File: config.mk
export PLATFORM = sky130hd
export DESIGN_NAME = pec_top
export DESIGN_NICKNAME = d
export VERILOG_FILES = /design/src/design/pec_pkg.sv /design/src/design/pec_top.sv
export SDC_FILE = /design/constraint.sdc
export NUM_CORES = 1
export LEC_CHECK = 0
export BUFFER_PORTS_ARGS = -buffer_cell sky130_fd_sc_hd__buf_2
export CORE_MARGIN = 2
export CORE_UTILIZATION = 52
export DETAILED_ROUTE_END_ITERATION = 8
export GPL_TIMING_DRIVEN = 0
export PLACE_DENSITY = 0.77
export SETUP_SLACK_MARGIN = 0.02
export SKIP_LAST_GASP = 1
export SLEW_MARGIN = 40
export SYNTH_ARGS = -nofsm -noshare
export SYNTH_HDL_FRONTEND = slang
export SYNTH_SLANG_ARGS = --single-unit
File: constraint.sdc
create_clock -name core_clk -period 2.49 [get_ports core_clk]
set_input_delay 0.498 -clock core_clk [delete_from_list [all_inputs] [get_ports core_clk]]
set_output_delay 0.498 -clock core_clk [all_outputs]
set_load 0.05 [all_outputs]
File: src/design/pec_pkg.sv
/*
  package for the event counter block: register offsets, field positions,
  control encodings and the packed structs that group the
  event inputs and the block state.
  assumes an axi4-lite master with 32-bit data and one core clock.
*/
// Functional notes
// three counters packed in one 64-bit register
// counter a control: off, count, irq 65536/256
// counter b control uses same four encodings
// counter c control: off, count, irq 16384/256
// counter a select: cycles or issued instructions
// user inhibit stops counting in user mode
// privlib inhibit stops counting in privileged library mode
// os inhibit kills kernel/exec/super; all three: kernel only
// counter b codes 0-7 pick issue-cycle events
// counter b codes 9-f pick ops, caches, bus input
// counter b code 8 depends on counter c select
// counter c codes 0-7 map stalls, mispredicts, misses
// counter c codes 8-f map merges, replays, cycles, bus
// any select mix legal; only code 8 couples
// pending irqs shown at summary bits 27..29
// master enable clear disables all counters
// write one to clear register drops request
// counters increment per event, wrap, latch irq
// software write loads everything, beats increments
package pec_pkg;
  // byte offsets: counter register low/high words, then own registers
  localparam logic [11:0] PEC_CTR_LO_OFF = 12'h11c;
  localparam logic [11:0] PEC_CTR_HI_OFF = 12'h120;
  localparam logic [11:0] PEC_SUMMARY_OFF = 12'h124;
  localparam logic [11:0] PEC_CLEAR_OFF = 12'h128;
  localparam logic [11:0] PEC_MASK_OFF = 12'h12c;
  localparam logic [11:0] PEC_MASTER_OFF = 12'h130;
  // field positions inside the 64-bit counter register
  localparam int PEC_A_LSB = 48;
  localparam int PEC_B_LSB = 32;
  localparam int PEC_SELA_BIT = 31;
  localparam int PEC_KU_BIT = 30;
  localparam int PEC_C_LSB = 16;
  localparam int PEC_CTLA_LSB = 14;
  localparam int PEC_CTLB_LSB = 12;
  localparam int PEC_CTLC_LSB = 10;
  localparam int PEC_KP_BIT = 9;
  localparam int PEC_KK_BIT = 8;
  localparam int PEC_SELB_LSB = 4;
  localparam int PEC_SELC_LSB = 0;
  // summary / clear bit positions
  localparam int PEC_IRQ_LSB = 27;
  localparam logic [4:0] PEC_IRQ_IPL = 5'h1d;
  // control encodings
  localparam logic [1:0] PEC_CTL_OFF = 2'h0;
  localparam logic [1:0] PEC_CTL_CNT = 2'h1;
  localparam logic [1:0] PEC_CTL_FULL = 2'h2;
  localparam logic [1:0] PEC_CTL_256 = 2'h3;
  // counter c selects that couple counter b code 8
  localparam logic [3:0] PEC_SELC_PCM = 4'h2;
  localparam logic [3:0] PEC_SELC_BRM = 4'h3;
  localparam logic [3:0] PEC_SELB_FLOW = 4'h8;
  // processor modes
  typedef enum logic [2:0] {
    PEC_MODE_KERNEL = 3'b000,
    PEC_MODE_EXEC = 3'b001,
    PEC_MODE_SUPER = 3'b010,
    PEC_MODE_USER = 3'b011,
    PEC_MODE_PRIVLIB = 3'b100
  } pec_mode_t;
  // per-cycle event pulses from the pipeline and bus unit
  typedef struct packed {
    logic instr_issued;
    logic non_issue;
    logic split_issue;
    logic pipe_dry;
    logic replay_trap;
    logic [2:0] issue_count;   // instructions issued this cycle, 0..4
    logic jsr_ret;
    logic cond_branch;
    logic flow_change;
    logic int_op;
    logic fp_op;
    logic load;
    logic store;
    logic icache_issue;
    logic dcache_access;
    logic long_stall;
    logic pc_mispredict;
    logic br_mispredict;
    logic icache_miss;
    logic itb_miss;
    logic dcache_ld_miss;
    logic dtb_miss;
    logic ld_merged;
    logic ldu_replay;
    logic wb_full_replay;
    logic mb_stall;
    logic ld_locked;
    logic [1:0] bus_unit;
  } pec_events_t;
  // axi slave phases
  typedef enum logic [1:0] {
    PEC_W_IDLE = 2'b00,
    PEC_W_RESP = 2'b01
  } pec_wph_t;
  // whole block state
  typedef struct packed {
    logic [15:0] cnt_a;
    logic [15:0] cnt_b;
    logic [13:0] cnt_c;
    logic sel_a;
    logic inh_user;
    logic inh_privlib;
    logic inh_os;
    logic [1:0] ctl_a;
    logic [1:0] ctl_b;
    logic [1:0] ctl_c;
    logic [3:0] sel_b;
    logic [3:0] sel_c;
    logic [2:0] pend;          // sticky irq status
    logic [2:0] mask;
    logic [1:0] master_en;
    logic irq;
    logic aw_got;
    logic [11:0] aw_addr;
    logic w_got;
    logic [31:0] w_data;
    logic [3:0] w_strb;
    pec_wph_t wph;
    logic bvalid;
    logic [1:0] bresp;
    logic arready;
    logic rvalid;
    logic [31:0] rdata;
    logic [1:0] rresp;
  } pec_state_t;
endpackage : pec_pkg

File: src/design/pec_top.sv
/*
  event counter block: three counters with selects, controls, mode
  inhibits, sticky irq status and an axi4-lite register slave.
  assumes event inputs and cpu_mode synchronous to core_clk, one pulse
  per event per cycle.
*/
`timescale 1ns/10ps
module pec_top (
  input wire logic core_clk,
  input wire logic resetn,
  input wire pec_pkg::pec_events_t events,
  input wire pec_pkg::pec_mode_t cpu_mode,
  input wire logic [11:0] s_axi_awaddr,
  input wire logic s_axi_awvalid,
  output logic s_axi_awready,
  input wire logic [31:0] s_axi_wdata,
  input wire logic [3:0] s_axi_wstrb,
  input wire logic s_axi_wvalid,
  output logic s_axi_wready,
  output logic [1:0] s_axi_bresp,
  output logic s_axi_bvalid,
  input wire logic s_axi_bready,
  input wire logic [11:0] s_axi_araddr,
  input wire logic s_axi_arvalid,
  output logic s_axi_arready,
  output logic [31:0] s_axi_rdata,
  output logic [1:0] s_axi_rresp,
  output logic s_axi_rvalid,
  input wire logic s_axi_rready,
  output logic irq
);
  pec_pkg::pec_state_t st_reg; // all state
  pec_pkg::pec_state_t st_next;
  logic [63:0] ctr_word; // assembled counter register
  logic [31:0] summary; // read-only summary word
  logic count_ok; // mode and master gating
  logic ev_a, ev_b, ev_c; // selected events this cycle
  logic [2:0] hit; // threshold crossings
  logic do_write; // both write halves held
  logic [31:0] wr_val; // byte-merged write value
  logic [31:0] cur_val; // current value at write address

  // assemble the 64-bit counter register view
  always_comb begin
    ctr_word = '0;
    ctr_word[63:48] = st_reg.cnt_a;
    ctr_word[47:32] = st_reg.cnt_b;
    ctr_word[pec_pkg::PEC_SELA_BIT] = st_reg.sel_a;
    ctr_word[pec_pkg::PEC_KU_BIT] = st_reg.inh_user;
    ctr_word[29:16] = st_reg.cnt_c;
    ctr_word[15:14] = st_reg.ctl_a;
    ctr_word[13:12] = st_reg.ctl_b;
    ctr_word[11:10] = st_reg.ctl_c;
    ctr_word[pec_pkg::PEC_KP_BIT] = st_reg.inh_privlib;
    ctr_word[pec_pkg::PEC_KK_BIT] = st_reg.inh_os;
    ctr_word[7:4] = st_reg.sel_b;
    ctr_word[3:0] = st_reg.sel_c;
    summary = '0;
    summary[29:27] = st_reg.pend;
  end

  // mode inhibits; all three set means only exec and super still count
  always_comb begin
    count_ok = 1'b1;
    unique case (cpu_mode)
      pec_pkg::PEC_MODE_USER: count_ok = !st_reg.inh_user;
      pec_pkg::PEC_MODE_PRIVLIB: count_ok = !st_reg.inh_privlib;
      pec_pkg::PEC_MODE_KERNEL: count_ok = !st_reg.inh_os;
      pec_pkg::PEC_MODE_EXEC, pec_pkg::PEC_MODE_SUPER: begin

        count_ok = !(st_reg.inh_os && !(st_reg.inh_user && st_reg.inh_privlib));
      end
      default: count_ok = 1'b0; // illegal mode code: do not count
    endcase
    if (st_reg.master_en == 2'b00) begin
      count_ok = 1'b0;
    end
  end

  // event selection muxes
  always_comb begin
    ev_a = st_reg.sel_a ? events.instr_issued : 1'b1;
    ev_b = 1'b0;
    unique case (st_reg.sel_b)
      4'h0: ev_b = events.non_issue;
      4'h1: ev_b = events.split_issue;
      4'h2: ev_b = events.pipe_dry;
      4'h3: ev_b = events.replay_trap;
      4'h4: ev_b = (events.issue_count == 3'h1);
      4'h5: ev_b = (events.issue_count == 3'h2);
      4'h6: ev_b = (events.issue_count == 3'h3);
      4'h7: ev_b = (events.issue_count == 3'h4);
      4'h8: begin
        // coupling to counter c select, the only one
        if (st_reg.sel_c == pec_pkg::PEC_SELC_PCM) ev_b = events.jsr_ret;
        else if (st_reg.sel_c == pec_pkg::PEC_SELC_BRM) ev_b = events.cond_branch;
        else ev_b = events.flow_change;
      end
      4'h9: ev_b = events.int_op;
      4'ha: ev_b = events.fp_op;
      4'hb: ev_b = events.load;
      4'hc: ev_b = events.store;
      4'hd: ev_b = events.icache_issue;
      4'he: ev_b = events.dcache_access;
      4'hf: ev_b = events.bus_unit[0];
    endcase
    ev_c = 1'b0;
    unique case (st_reg.sel_c)
      4'h0: ev_c = events.long_stall;
      4'h1: ev_c = 1'b0; // reserved code counts nothing
      4'h2: ev_c = events.pc_mispredict;
      4'h3: ev_c = events.br_mispredict;
      4'h4: ev_c = events.icache_miss;
      4'h5: ev_c = events.itb_miss;
      4'h6: ev_c = events.dcache_ld_miss;
      4'h7: ev_c = events.dtb_miss;
      4'h8: ev_c = events.ld_merged;
      4'h9: ev_c = events.ldu_replay;
      4'ha: ev_c = events.wb_full_replay;
      4'hb: ev_c = 1'b0; // reserved
      4'hc: ev_c = 1'b1;
      4'hd: ev_c = events.mb_stall;
      4'he: ev_c = events.ld_locked;
      4'hf: ev_c = events.bus_unit[1];
    endcase
  end

  // write value merge with byte strobes
  always_comb begin
    cur_val = '0;
    unique case (st_reg.aw_addr)
      pec_pkg::PEC_CTR_LO_OFF: cur_val = ctr_word[31:0];
      pec_pkg::PEC_CTR_HI_OFF: cur_val = ctr_word[63:32];
      pec_pkg::PEC_MASK_OFF: cur_val = {29'h0, st_reg.mask};
      pec_pkg::PEC_MASTER_OFF: cur_val = {30'h0, st_reg.master_en};
      default: cur_val = '0;
    endcase
    for (int i = 0; i < 4; i++) begin
      wr_val[i*8 +: 8] = st_reg.w_strb[i] ? st_reg.w_data[i*8 +: 8] : cur_val[i*8 +: 8];
    end
  end

  assign do_write = st_reg.aw_got && st_reg.w_got && st_reg.wph == pec_pkg::PEC_W_IDLE;

  // next-state: counting, register writes, bus handshakes
  always_comb begin
    st_next = st_reg;
    hit = 3'b000;
    // counters advance and wrap; irq at threshold crossing
    if (count_ok && st_reg.ctl_a != pec_pkg::PEC_CTL_OFF && ev_a) begin
      st_next.cnt_a = st_reg.cnt_a + 16'h0001;
      hit[0] = (st_reg.ctl_a == pec_pkg::PEC_CTL_FULL && st_reg.cnt_a == 16'hffff) ||
               (st_reg.ctl_a == pec_pkg::PEC_CTL_256 && st_reg.cnt_a[7:0] == 8'hff);
    end
    if (count_ok && st_reg.ctl_b != pec_pkg::PEC_CTL_OFF && ev_b) begin
      st_next.cnt_b = st_reg.cnt_b + 16'h0001;
      hit[1] = (st_reg.ctl_b == pec_pkg::PEC_CTL_FULL && st_reg.cnt_b == 16'hffff) ||
               (st_reg.ctl_b == pec_pkg::PEC_CTL_256 && st_reg.cnt_b[7:0] == 8'hff);
    end
    if (count_ok && st_reg.ctl_c != pec_pkg::PEC_CTL_OFF && ev_c) begin
      st_next.cnt_c = st_reg.cnt_c + 14'h0001;
      hit[2] = (st_reg.ctl_c == pec_pkg::PEC_CTL_FULL && st_reg.cnt_c == 14'h3fff) ||
               (st_reg.ctl_c == pec_pkg::PEC_CTL_256 && st_reg.cnt_c[7:0] == 8'hff);
    end
    // write channel capture
    if (s_axi_awvalid && !st_reg.aw_got) begin
      st_next.aw_got = 1'b1;
      st_next.aw_addr = {s_axi_awaddr[11:2], 2'b00};
    end
    if (s_axi_wvalid && !st_reg.w_got) begin
      st_next.w_got = 1'b1;
      st_next.w_data = s_axi_wdata;
      st_next.w_strb = s_axi_wstrb;
    end
    if (do_write) begin
      st_next.bvalid = 1'b1;
      st_next.bresp = 2'b00;
      st_next.wph = pec_pkg::PEC_W_RESP;
      unique case (st_reg.aw_addr)
        pec_pkg::PEC_CTR_LO_OFF: begin
          // software load overrides increments this cycle
          st_next.sel_a = wr_val[pec_pkg::PEC_SELA_BIT];
          st_next.inh_user = wr_val[pec_pkg::PEC_KU_BIT];
          st_next.cnt_c = wr_val[29:16];
          st_next.ctl_a = wr_val[15:14];
          st_next.ctl_b = wr_val[13:12];
          st_next.ctl_c = wr_val[11:10];
          st_next.inh_privlib = wr_val[pec_pkg::PEC_KP_BIT];
          st_next.inh_os = wr_val[pec_pkg::PEC_KK_BIT];
          st_next.sel_b = wr_val[7:4];
          st_next.sel_c = wr_val[3:0];
        end
        pec_pkg::PEC_CTR_HI_OFF: begin
          st_next.cnt_a = wr_val[31:16];
          st_next.cnt_b = wr_val[15:0];
        end
        pec_pkg::PEC_CLEAR_OFF: ;
        pec_pkg::PEC_MASK_OFF: st_next.mask = wr_val[2:0];
        pec_pkg::PEC_MASTER_OFF: st_next.master_en = wr_val[1:0];
        pec_pkg::PEC_SUMMARY_OFF: ;
        default: st_next.bresp = 2'b10; // unmapped: slverr
      endcase
    end
    // sticky pending: clear by write-one, new hit wins
    if (do_write && st_reg.aw_addr == pec_pkg::PEC_CLEAR_OFF) begin
      st_next.pend = st_reg.pend & ~(st_reg.w_data[29:27] & {3{st_reg.w_strb[3]}});
    end
    st_next.pend = st_next.pend | hit;
    st_next.irq = |(st_next.pend & st_next.mask);
    // response retire
    if (st_reg.wph == pec_pkg::PEC_W_RESP && s_axi_bready) begin
      st_next.bvalid = 1'b0;
      st_next.aw_got = 1'b0;
      st_next.w_got = 1'b0;
      st_next.wph = pec_pkg::PEC_W_IDLE;
    end
    // read channel: accept, answer next cycle
    st_next.arready = 1'b0;
    if (s_axi_arvalid && !st_reg.arready && !st_reg.rvalid) begin
      st_next.arready = 1'b1;
      st_next.rvalid = 1'b1;
      st_next.rresp = 2'b00;
      unique case ({s_axi_araddr[11:2], 2'b00})
        pec_pkg::PEC_CTR_LO_OFF: st_next.rdata = ctr_word[31:0];
        pec_pkg::PEC_CTR_HI_OFF: st_next.rdata = ctr_word[63:32];
        pec_pkg::PEC_SUMMARY_OFF: st_next.rdata = summary;
        pec_pkg::PEC_CLEAR_OFF: st_next.rdata = '0; // write-only
        pec_pkg::PEC_MASK_OFF: st_next.rdata = {29'h0, st_reg.mask};
        pec_pkg::PEC_MASTER_OFF: st_next.rdata = {30'h0, st_reg.master_en};
        default: begin
          st_next.rdata = '0;
          st_next.rresp = 2'b10;
        end
      endcase
    end
    if (st_reg.rvalid && s_axi_rready) st_next.rvalid = 1'b0;
  end

  // single state register; controls clear at reset
  always_ff @(posedge core_clk or negedge resetn) begin
    if (!resetn) begin
      st_reg <= '0;
    end else begin
      st_reg <= st_next;
    end
  end

  // outputs straight from flip-flops
  assign s_axi_awready = !st_reg.aw_got;
  assign s_axi_wready = !st_reg.w_got;
  assign s_axi_bvalid = st_reg.bvalid;
  assign s_axi_bresp = st_reg.bresp;
  assign s_axi_arready = st_reg.arready;
  assign s_axi_rvalid = st_reg.rvalid;
  assign s_axi_rdata = st_reg.rdata;
  assign s_axi_rresp = st_reg.rresp;
  assign irq = st_reg.irq;

  // helper: pending latch of counter a at a 256 threshold
  property p_a256;
    @(posedge core_clk) disable iff (!resetn)
      (count_ok && ev_a && st_reg.ctl_a == pec_pkg::PEC_CTL_256 && st_reg.cnt_a[7:0] == 8'hff)
      |=> st_reg.pend[0];
  endproperty
  a_a256: assert property (p_a256) else $error("counter a 256 irq missing");
  property p_bfull;
    @(posedge core_clk) disable iff (!resetn)
      (count_ok && ev_b && !do_write && st_reg.ctl_b == pec_pkg::PEC_CTL_FULL
       && st_reg.cnt_b == 16'hffff) |=> (st_reg.cnt_b == 16'h0000 && st_reg.pend[1]);
  endproperty
  a_bfull: assert property (p_bfull) else $error("counter b wrap irq missing");
  property p_cfull;
    @(posedge core_clk) disable iff (!resetn)
      (count_ok && ev_c && st_reg.ctl_c == pec_pkg::PEC_CTL_FULL && st_reg.cnt_c == 14'h3fff)
      |=> st_reg.pend[2];
  endproperty
  a_cfull: assert property (p_cfull) else $error("counter c 16384 irq missing");
  property p_off;
    @(posedge core_clk) disable iff (!resetn)
      (st_reg.ctl_a == pec_pkg::PEC_CTL_OFF && !do_write) |=> $stable(st_reg.cnt_a);
  endproperty
  a_off: assert property (p_off) else $error("disabled counter a moved");
  property p_master;
    @(posedge core_clk) disable iff (!resetn)
      (st_reg.master_en == 2'b00 && !do_write) |=> $stable(st_reg.cnt_c);
  endproperty
  a_master: assert property (p_master) else $error("counting with master off");
  property p_user;
    @(posedge core_clk) disable iff (!resetn)
      (cpu_mode == pec_pkg::PEC_MODE_USER && st_reg.inh_user && !do_write)
      |=> $stable(st_reg.cnt_b);
  endproperty
  a_user: assert property (p_user) else $error("counted in inhibited user mode");
  property p_execall;
    @(posedge core_clk) disable iff (!resetn)
      (cpu_mode == pec_pkg::PEC_MODE_EXEC && st_reg.inh_user && st_reg.inh_privlib
       && st_reg.inh_os && st_reg.master_en != 2'b00) |-> count_ok;
  endproperty
  a_execall: assert property (p_execall) else $error("exec mode wrongly killed");
  property p_clear;
    @(posedge core_clk) disable iff (!resetn)
      (do_write && st_reg.aw_addr == pec_pkg::PEC_CLEAR_OFF && st_reg.w_strb[3]
       && st_reg.w_data[27] && !hit[0]) |=> !st_reg.pend[0];
  endproperty
  a_clear: assert property (p_clear) else $error("pending a not cleared");
  property p_load;
    @(posedge core_clk) disable iff (!resetn)
      (do_write && st_reg.aw_addr == pec_pkg::PEC_CTR_HI_OFF && st_reg.w_strb == 4'hf)
      |=> st_reg.cnt_a == $past(st_reg.w_data[31:16]);
  endproperty
  a_load: assert property (p_load) else $error("software load lost");
  // irq must fall once the last unmasked pending bit is cleared and nothing new hits
  property p_irq;
    @(posedge core_clk) disable iff (!resetn)
      (do_write && st_reg.aw_addr == pec_pkg::PEC_CLEAR_OFF && st_reg.w_strb[3] && hit == 3'b000
       && (st_reg.pend & st_reg.mask & ~st_reg.w_data[29:27]) == 3'b000) |=> !irq;
  endproperty
  a_irq: assert property (p_irq) else $error("irq held after clear");
  // software clear seen on the bus
  c_clr: cover property (@(posedge core_clk) disable iff (!resetn)
    do_write && st_reg.aw_addr == pec_pkg::PEC_CLEAR_OFF);
  c_wr: cover property (@(posedge core_clk) disable iff (!resetn) do_write);
  c_hit: cover property (@(posedge core_clk) disable iff (!resetn) |hit);
  c_irq: cover property (@(posedge core_clk) disable iff (!resetn) $rose(irq));
  c_rd: cover property (@(posedge core_clk) disable iff (!resetn) st_reg.rvalid);
endmodule : pec_top

* After elaboration in Yosys (flattened, before gate mapping)
Cells that the tools add are included.
** Operators by class
- Equality and inequality tests :: 63
- Bitwise logic cells :: 5
- Add/subtract/negate cells :: 3
- Muxes and demuxes :: 36
- Reductions and logical operators :: 54
** Operator list (count)
- $pmux 32 s5 :: 1
- $eq 10x7->1 const B :: 12
- $pmux 32 s3 :: 1
- $eq 4x4->1 const B :: 16
- $mux 32 :: 2
- $mux 64 :: 1
- $mux 37 :: 1
- $mux 36 :: 1
- $add 16x1->16 const B :: 2
- $eq 16x16->1 const B :: 2
- $eq 4x3->1 const B :: 8
- $mux 16 :: 2
- $mux 8 :: 4
- $eq 8x8->1 const B :: 3
- $logic_and 1x1->1 :: 23
- $eq 4x2->1 const B :: 4
- $pmux 1 s16 :: 1
- $pmux 1 s15 :: 1
- $add 14x1->14 const B :: 1
- $eq 14x14->1 const B :: 1
- $mux 14 :: 1
- $reduce_bool 2->1 :: 7
- $mux 13 :: 1
- $eq 2x2->1 const B :: 6
- other kinds (22) :: 59
** Word-level totals
- Output and inout port bits :: 42
- Flip-flop bits (word level) :: 162
- Word-level logic and storage cells :: 189
- Input port bits :: 101

* Logic depth before layout (Yosys ltp)
Gate-level depths: netlist of the first run.
- Word-level depth :: 12
- Depth in mapped cells :: 9
- Mapped depth without buffers :: 7

* Worst setup path before layout of the first run
Ideal clock, no wire load.
- Path type :: register to register
- From :: reg st_reg[85] (netlist name)
- To :: reg st_reg, in the netlist ctr_word[0]
- Cell stages (with the launch flop) :: 8
- Clock period less this slack :: 2.365 ns
- Data required time :: 2.365 ns
- Arrival :: 2.240 ns
- Library setup time :: 0.125 ns
- Path slack :: 0.125 ns
- Path buffers :: 3
- Cell sequence :: dfrtp_1 -> or4b_1 -> clkbuf_1 -> or3_1 -> or3_1 -> clkbuf_1 -> buf_6 -> mux2_4
** Between the ends
- Word-level cells in the longest chain between the ends :: 3
- Elaborated cells on any way between the ends :: 7
- Those cells by class :: 4 x eq/ne; 2 x mux; 1 x reduce/logical
** RTL lines
- start: declaration :: line pec_top.sv:32 : pec_pkg::pec_state_t st_reg;
- start signal: assignment :: line pec_top.sv:244 : st_reg <= st_next;
- $eq 10x7->1 :: line pec_top.sv:131 : unique case (st_reg.aw_addr)
- $pmux 32 s3 :: line pec_top.sv:131
- $mux 8 :: line pec_top.sv:139 : wr_val[i*8 +: 8] = st_reg.w_strb[i] ? st_reg.w_data[i*8 +: 8] : cur_val[i*8 +: 8];
Parallel ways exist; a longest one is shown, timed or not.
A chain may end at the register's enable or synchronous reset.

==> impl_metrics.py, run 1 <==
metrics = {
    "run_status": {
        "outcome": "complete, but fails checks",
        "violations": "setup timing",
    },
    "power_and_ir_drop": {
        "swShare_pct": 36.3,
        "power_frac_comb_pct": 30.7,
        "clockPowerShare_pct": 29.7,
        "p_int_mw": 5.86,
        "p_leak_nw": 4.80,
        "power.share.sequential_pct": 39.5,
        "power_per_cell_area_nw_per_um2": 825,
        "power.switching_mw": 3.34,
        "peakVddDrop_v": 0.000603,
    },
    "setup_path": {
        "cpPeakStageDelay_ns": 0.53,
        "critPathSlowestCell": "a2111oi_4",
        "arrival_ns": 2.87,
        "endpoint_kind": "register",
        "cp_num_buf_inv": 2,
        "worstPathCellList": "buf_6, or3_4, o31a_1, buf_4, a2111oi_4, a22oi_1, o221ai_2",
        "critPathRequiredTime_ns": 2.82,
        "start_kind": "register",
        "worstSetupPathType": "reg -> reg",
        "crit_family": "compound AO/OA/AOI/OAI gates",
        "crit_fanout": 10,
    },
    "layout": {
        "drive_above_1_share_pct": 32.9,
        "diodes": 0,
        "fill_cells": 1338,
        "area_growth_syn_to_layout_pct": 25.6,
        "final_nets": 1226,
        "final_area_sq_um": 11100,
        "largest_reg_flops": 64,
    },
    "logic_synthesis": {
        "yosysTopAreaCell": "dfrtp_1",
        "ys_top_cells_by_area": "dfrtp_1, mux2_2, a22oi_1",
        "synth.top_cell.area_share_pct": 44.5,
        "avgSynthCellArea_sq_um": 9.33,
        "ys_async_sr_fraction_pct": 100,
        "synthSimpleGateAreaFrac_pct": 16.7,
        "postSynthCellCount": 952,
        "ys_seq_elements": 158,
        "synth-xor-area-share_pct": 2.96,
        "netlist_area_sq_um": 8880,
        "synthAdderAreaFrac_pct": 0.423,
        "synth_edf_count": 0,
        "synth_cell_type_count": 70,
        "synth_top_family_by_area": "compound AO/OA/AOI/OAI gates",
        "seq_area_frac_synth_pct": 44.5,
        "synth-compound-area-share_pct": 18.5,
        "muxShareOfSynthArea_pct": 9.55,
        "synth_warnings": 0,
        "synth-main-ff-cell": "dfrtp_1",
    },
    "sta": {
        "worst_pin_slew_ns": 0.772,
        "max_freq_ghz": 0.393,
        "finClkSkew_ns": 0.00980,
        "slew-limit-headroom_pct": 48.1,
        "report.final.slew_viol_count": 0,
        "hold_viol": 0,
        "period_needed_ns": 2.54,
        "min_period_over_period_pct": 102,
        "fin_ws_ns": -0.0521,
        "rsz0062_at_grt": "true",
        "setup_violations": 2,
    },
    "routing": {
        "ant_nets": 0,
        "drcViolationCount": 0,
        "drtPass1Iterations": 7,
        "drt_wl_total_um": 27100,
        "via_count": 8383,
        "avgViaCountPerCell": 6.19,
        "routedWlPerCell_um": 20.0,
        "drtIter0Drc": 975,
    },
    "global_route": {
        "grt_max_degree": 70,
        "grt-ovfl-total": 0,
        "gr-usage-all-layers_pct": 30.0,
        "grt_pass1_vias": 8024,
        "grt_antenna_before_repair": 0,
        "grt_pass1_wl_um": 42300,
    },
    "cts": {
        "cts.sinks": 158,
        "clock_latency_ns": 0.44,
        "clockRootBuffer": "clkbuf_16",
        "h-tree-depth": 4,
        "cts_buffers": 17,
        "cts_tree": "yes",
        "clk_pin_slew_worst_paths_ns": 0.06,
        "clockBufferDepth": 2,
    },
    "hold_path": {
        "hold_class": "in -> reg",
    },
    "floorplanning": {
        "dieHeight_um": 135,
        "core_area_sq_um": 16600,
        "start_util_pct": 53.4,
        "num_rows": 47,
        "die_x_um": 135,
        "die_area_sq_um": 18100,
        "io_pins": 143,
    },
    "place": {
        "pre_cts_ws_ns": -0.538,
        "io_buffers": 135,
        "hpwl_um": 18700,
        "place_area_sq_um": 9920,
        "place_congestion": 0.936,
    },
    "job": {
        "maxCapViolations": 0,
    },
}
-- stage by stage --
step	util, %	TNS [ns]	power, mW	cells	hold slack (ns)
floorplan	-	0	5.31	953	0.202
global placement	59.1	-256.14	6.01	1308	0.466
detailed placement	59.6	-24.74	6.12	1311	0.369
CTS	64.9	0	8.97	1349	0.236
global route	67.0	-0.361	9.66	1355	0.259
finish	67.0	-0.0624	9.19	1355	0.245
-- placed cells by master, fill, tap and decap left out, types with 22 or more instances in the layout --
master / n
xnor2_1: 29
clkbuf_1: 33
nand3_1: 22
a21oi_1: 36
o21ai_1: 28
dfrtp_1: 154
buf_2: 136
nor2_1: 54
buf_4: 55
a22oi_1: 58
o21ai_0: 52
mux2_2: 47
nand2_1: 105
-- repair_timing --
action,in CTS,in global routing
endpoints found under the setup margin,79,85
hold buffers,1,0
resized for setup,48,97
setup buffers,9,5
cloned,1,2
endpoints found under the hold margin,30,0
pin swaps,9,14
-- per-layer routing --
layer	global-route usage [%]	share of wire, %	up-vias
li1	-	-	3778
met1	40.7	41	4022
met2	45.4	45	491
met3	7.21	9.5	92
met4	14.3	4.1	0
met5	0	0	-
-- cell type report --
type / count / area (sq um) / share of cell area [%]
clock buffers: 20 / 457 / 4.10
multi-input cells: 666 / 4630 / 41.5
clock inverters: 12 / 160 / 1.44
repair buffers: 156 / 925 / 8.29
flip-flops and latches: 158 / 3960 / 35.5
inverters: 20 / 75.1 / 0.673
plain buffers: 103 / 667 / 5.98
well taps: 220 / 275 / 2.47
-- cells in the mapped netlist, types with 5 or more instances --
library cell  count
nand2_1         112
a31oi_1          15
buf_2             7
xnor2_1          29
and3_1           14
o21ai_1          24
nand3_1          22
nand4_1          13
o21ai_0          61
inv_1            20
nor3_1            7
mux2_2           47
a21oi_1          40
nand3b_1          6
o31ai_1          10
clkbuf_1         58
or3_1             6
mux2_4            5
buf_4            38
nor4_1           24
dfrtp_1         158
or4_1             9
a211oi_1         13
buf_1             5
mux2i_1          21
a22oi_1          59
a31o_2            5
and4_1            5
nor2_1           55
-- kinds of logic (layout without fill, tap and decap cells) --
kind of cell / after synthesis / after routing
and+or+nand+nor: 298 / 298
AOI/OAI and AO/OA: 258 / 258
DFF: 158 / 158
xor gates and xnor gates: 30 / 30
adders and majority gates: 3 / 3
muxes: 75 / 75
buffers and inverters: 129 / 311
other: 1 / 2
-- worst register-to-register path: stages, from the launching register on --
cell and delay, ns:
dfrtp_1 0.37, buf_6 0.15, or3_4 0.39, o31a_1 0.35
buf_4 0.16, a2111oi_4 0.53, a22oi_1 0.22, o221ai_2 0.27
-- power groups by stage --
stage	clock [mW]	combinational (mW)	sequential, mW
detailed placement	0	2.54	3.57
finish	2.73	2.83	3.63
CTS	2.75	2.63	3.58
floorplan	0	1.85	3.46
global placement	0	2.47	3.54
global route	2.88	3.08	3.70
-- final timing paths --
path	from	endpoint	slack [ns]	cells past startpoint
min reg2reg	s_axi_rdata[16]$_DFFE_PN0P_	s_axi_rdata[16]$_DFFE_PN0P_	0.48	2
max reg2reg	ctr_word[4]$_DFFE_PN0P_	irq$_DFF_PN0_	-0.05	7
max	ctr_word[4]$_DFFE_PN0P_	irq$_DFF_PN0_	-0.05	7
min	s_axi_rready	s_axi_rvalid$_DFFE_PN0P_	0.25	2
max in group asynchronous	resetn	st_reg[81]$_DFFE_PN0P_	1.05	4
min in group asynchronous	resetn	ctr_word[7]$_DFFE_PN0P_	0.50	2
Power figures use the tool's default switching activity.
==> run 2: changes to the inputs <==
--- a/config.mk
+++ b/config.mk
@@ -8,2 +8,3 @@
 export BUFFER_PORTS_ARGS = -buffer_cell sky130_fd_sc_hd__buf_2
+export CORE_ASPECT_RATIO = 0.8
 export CORE_MARGIN = 2
@@ -15,3 +16,3 @@
 export SKIP_LAST_GASP = 1
-export SLEW_MARGIN = 40
+export SLEW_MARGIN = 0
 export SYNTH_ARGS = -nofsm -noshare
--- a/constraint.sdc
+++ b/constraint.sdc
@@ -3,2 +3,2 @@
 set_output_delay 0.498 -clock core_clk [all_outputs]
-set_load 0.05 [all_outputs]
+set_load 0.1 [all_outputs]
==> impl_metrics.py, run 2 (synthesis results as in run 1) <==
metrics = {
    "run_status": {
        "outcome": "complete, but fails checks",
        "violations": "setup timing",
    },
    "sta": {
        "setup_violations": 1,
        "setup_tns_ns": -0.0173,
        "finClkSkew_ns": 0.00925,
        "report.final.slew_viol_count": 0,
        "max_freq_ghz": 0.399,
        "slew-limit-headroom_pct": 53.6,
        "fin_ws_ns": -0.0173,
        "hold_viol": 0,
        "min_period_over_period_pct": 101,
        "worst_pin_slew_ns": 0.690,
        "period_needed_ns": 2.51,
        "holdWs_ns": 0.245,
        "rsz0062_at_grt": "true",
    },
    "routing": {
        "ant_nets": 0,
        "via_count": 8361,
        "routedWlPerCell_um": 19.8,
        "drcViolationCount": 0,
        "drtPass1Iterations": 6,
        "drt_wl_total_um": 26800,
        "avgViaCountPerCell": 6.17,
        "drtIter0Drc": 1023,
    },
    "floorplanning": {
        "io_pins": 143,
        "die_area_sq_um": 18100,
        "core_area_sq_um": 16600,
        "dieHeight_um": 121,
        "num_rows": 42,
        "die_x_um": 150,
        "start_util_pct": 53.5,
    },
    "setup_path": {
        "cpPeakStageDelay_ns": 0.56,
        "arrival_ns": 2.79,
        "worstPathCellList": "or4b_4, o31ai_4, o21ai_4, or2_4, buf_4, clkbuf_4, o31ai_1, a31oi_1",
        "endpoint_kind": "register",
        "cp-startpoint": "ctr_word[9]$_DFFE_PN0P_",
        "critPathSlowestCell": "or4b_4",
        "worstSetupPathType": "reg -> reg",
        "crit_fanout": 10,
        "crit_family": "simple AND/OR/NAND/NOR gates",
        "critPathRequiredTime_ns": 2.77,
        "start_kind": "register",
        "cp_num_buf_inv": 2,
        "r2r_start": "ctr_word[9]$_DFFE_PN0P_",
    },
    "place": {
        "place_area_sq_um": 9880,
        "place_congestion": 0.987,
        "io_buffers": 135,
        "hpwl_um": 18800,
    },
    "cts": {
        "clockRootBuffer": "clkbuf_16",
        "clock_latency_ns": 0.44,
        "cts_tree": "yes",
        "h-tree-depth": 4,
        "clockBufferDepth": 2,
        "cts.sinks": 158,
        "clk_pin_slew_worst_paths_ns": 0.06,
        "cts_buffers": 17,
    },
    "layout": {
        "final_area_sq_um": 11000,
        "largest_reg_flops": 64,
        "final_nets": 1226,
        "regArea_sq_um": 3960,
        "final_common_cell": "dfrtp_1",
        "multi_input_area_sq_um": 4570,
        "area_growth_syn_to_layout_pct": 23.5,
        "fill_cells": 1350,
        "mostFrequentLayoutCells": "dfrtp_1, buf_2, nand2_1",
        "diodes": 0,
        "drive_above_1_share_pct": 31.7,
    },
    "global_route": {
        "grt-ovfl-total": 0,
        "gr-usage-all-layers_pct": 29.7,
        "grt_max_degree": 104,
        "grt_pass1_vias": 7567,
        "grt_antenna_before_repair": 0,
        "grt_pass1_wl_um": 41000,
    },
    "power_and_ir_drop": {
        "power_per_cell_area_nw_per_um2": 843,
        "p_leak_nw": 4.76,
        "peakVddDrop_v": 0.000601,
    },
    "hold_path": {
        "hold_class": "in -> reg",
        "hp-start": "s_axi_rready",
    },
    "job": {
        "maxCapViolations": 0,
    },
}
-- run 2: cell types whose count changed in the layout (fill, tap and decap cells not counted), sizes merged --
cell,previous run,this run
buf,209,207
bufinv,3,4
clkbuf,69,70
clkinv,3,8
clkinvlp,4,1
inv,22,20
-- run 2: metrics by stage --
stage	util [%]	setup WS [ns]	power (mW)	std cells
floorplan	-	0.125	5.46	953
global placement	59.2	-1.48	6.19	1308
detailed placement	59.5	-0.615	6.26	1310
CTS	64.4	-0.0429	9.06	1347
global route	66.0	-0.0547	9.67	1355
finish	66.0	-0.0173	9.25	1355
-- run 2: final timing paths --
path                       slack [ns]                     endpoint  cells past startpoint
max                             -0.02       ctr_word[41]$_DFF_PN0_                      8
min                              0.24     s_axi_rvalid$_DFFE_PN0P_                      2
max reg2reg                     -0.02       ctr_word[41]$_DFF_PN0_                      8
min reg2reg                      0.48  s_axi_rdata[17]$_DFFE_PN0P_                      2
max in group asynchronous        1.01      ctr_word[9]$_DFFE_PN0P_                      3
min in group asynchronous        0.57       st_reg[87]$_DFFE_PN0P_                      2
-- run 2: final cells by class --
type,count,area share (%)
timing repair buffer,157,7.92
clock inverter,13,1.56
tap,220,2.51
multi-input combinational,666,41.7
inverter,20,0.685
sequential,158,36.1
clock buffer,19,3.95
buffer,102,5.59
-- run 2: metal layers --
layer  GRT usage (%)  routed length (um)  vias up
met4            11.5                 627        0
met3            8.61                3330       64
met1            43.8               11500     3994
li1                -                   -     3782
met2            41.1               11300      521
met5               0                   0        -
-- run 2: timing repair --
item                                    in CTS  in global routing
pin swaps                                    6                 13
endpoints found under the setup margin      79                 70
buffers inserted                            10                  8
cloned                                       0                  1
gates resized for setup                     43                 66
hold endpoints to repair                    48                  0
hold buffers                                 1                  0
-- run 2: power by group --
| group | switching, mW | internal (mW) |
|---|---|---|
| logic | 1.80 | 1.08 |
| registers | 0.542 | 3.09 |
| clock network | 1.08 | 1.66 |
| total | 3.42 | 5.83 |
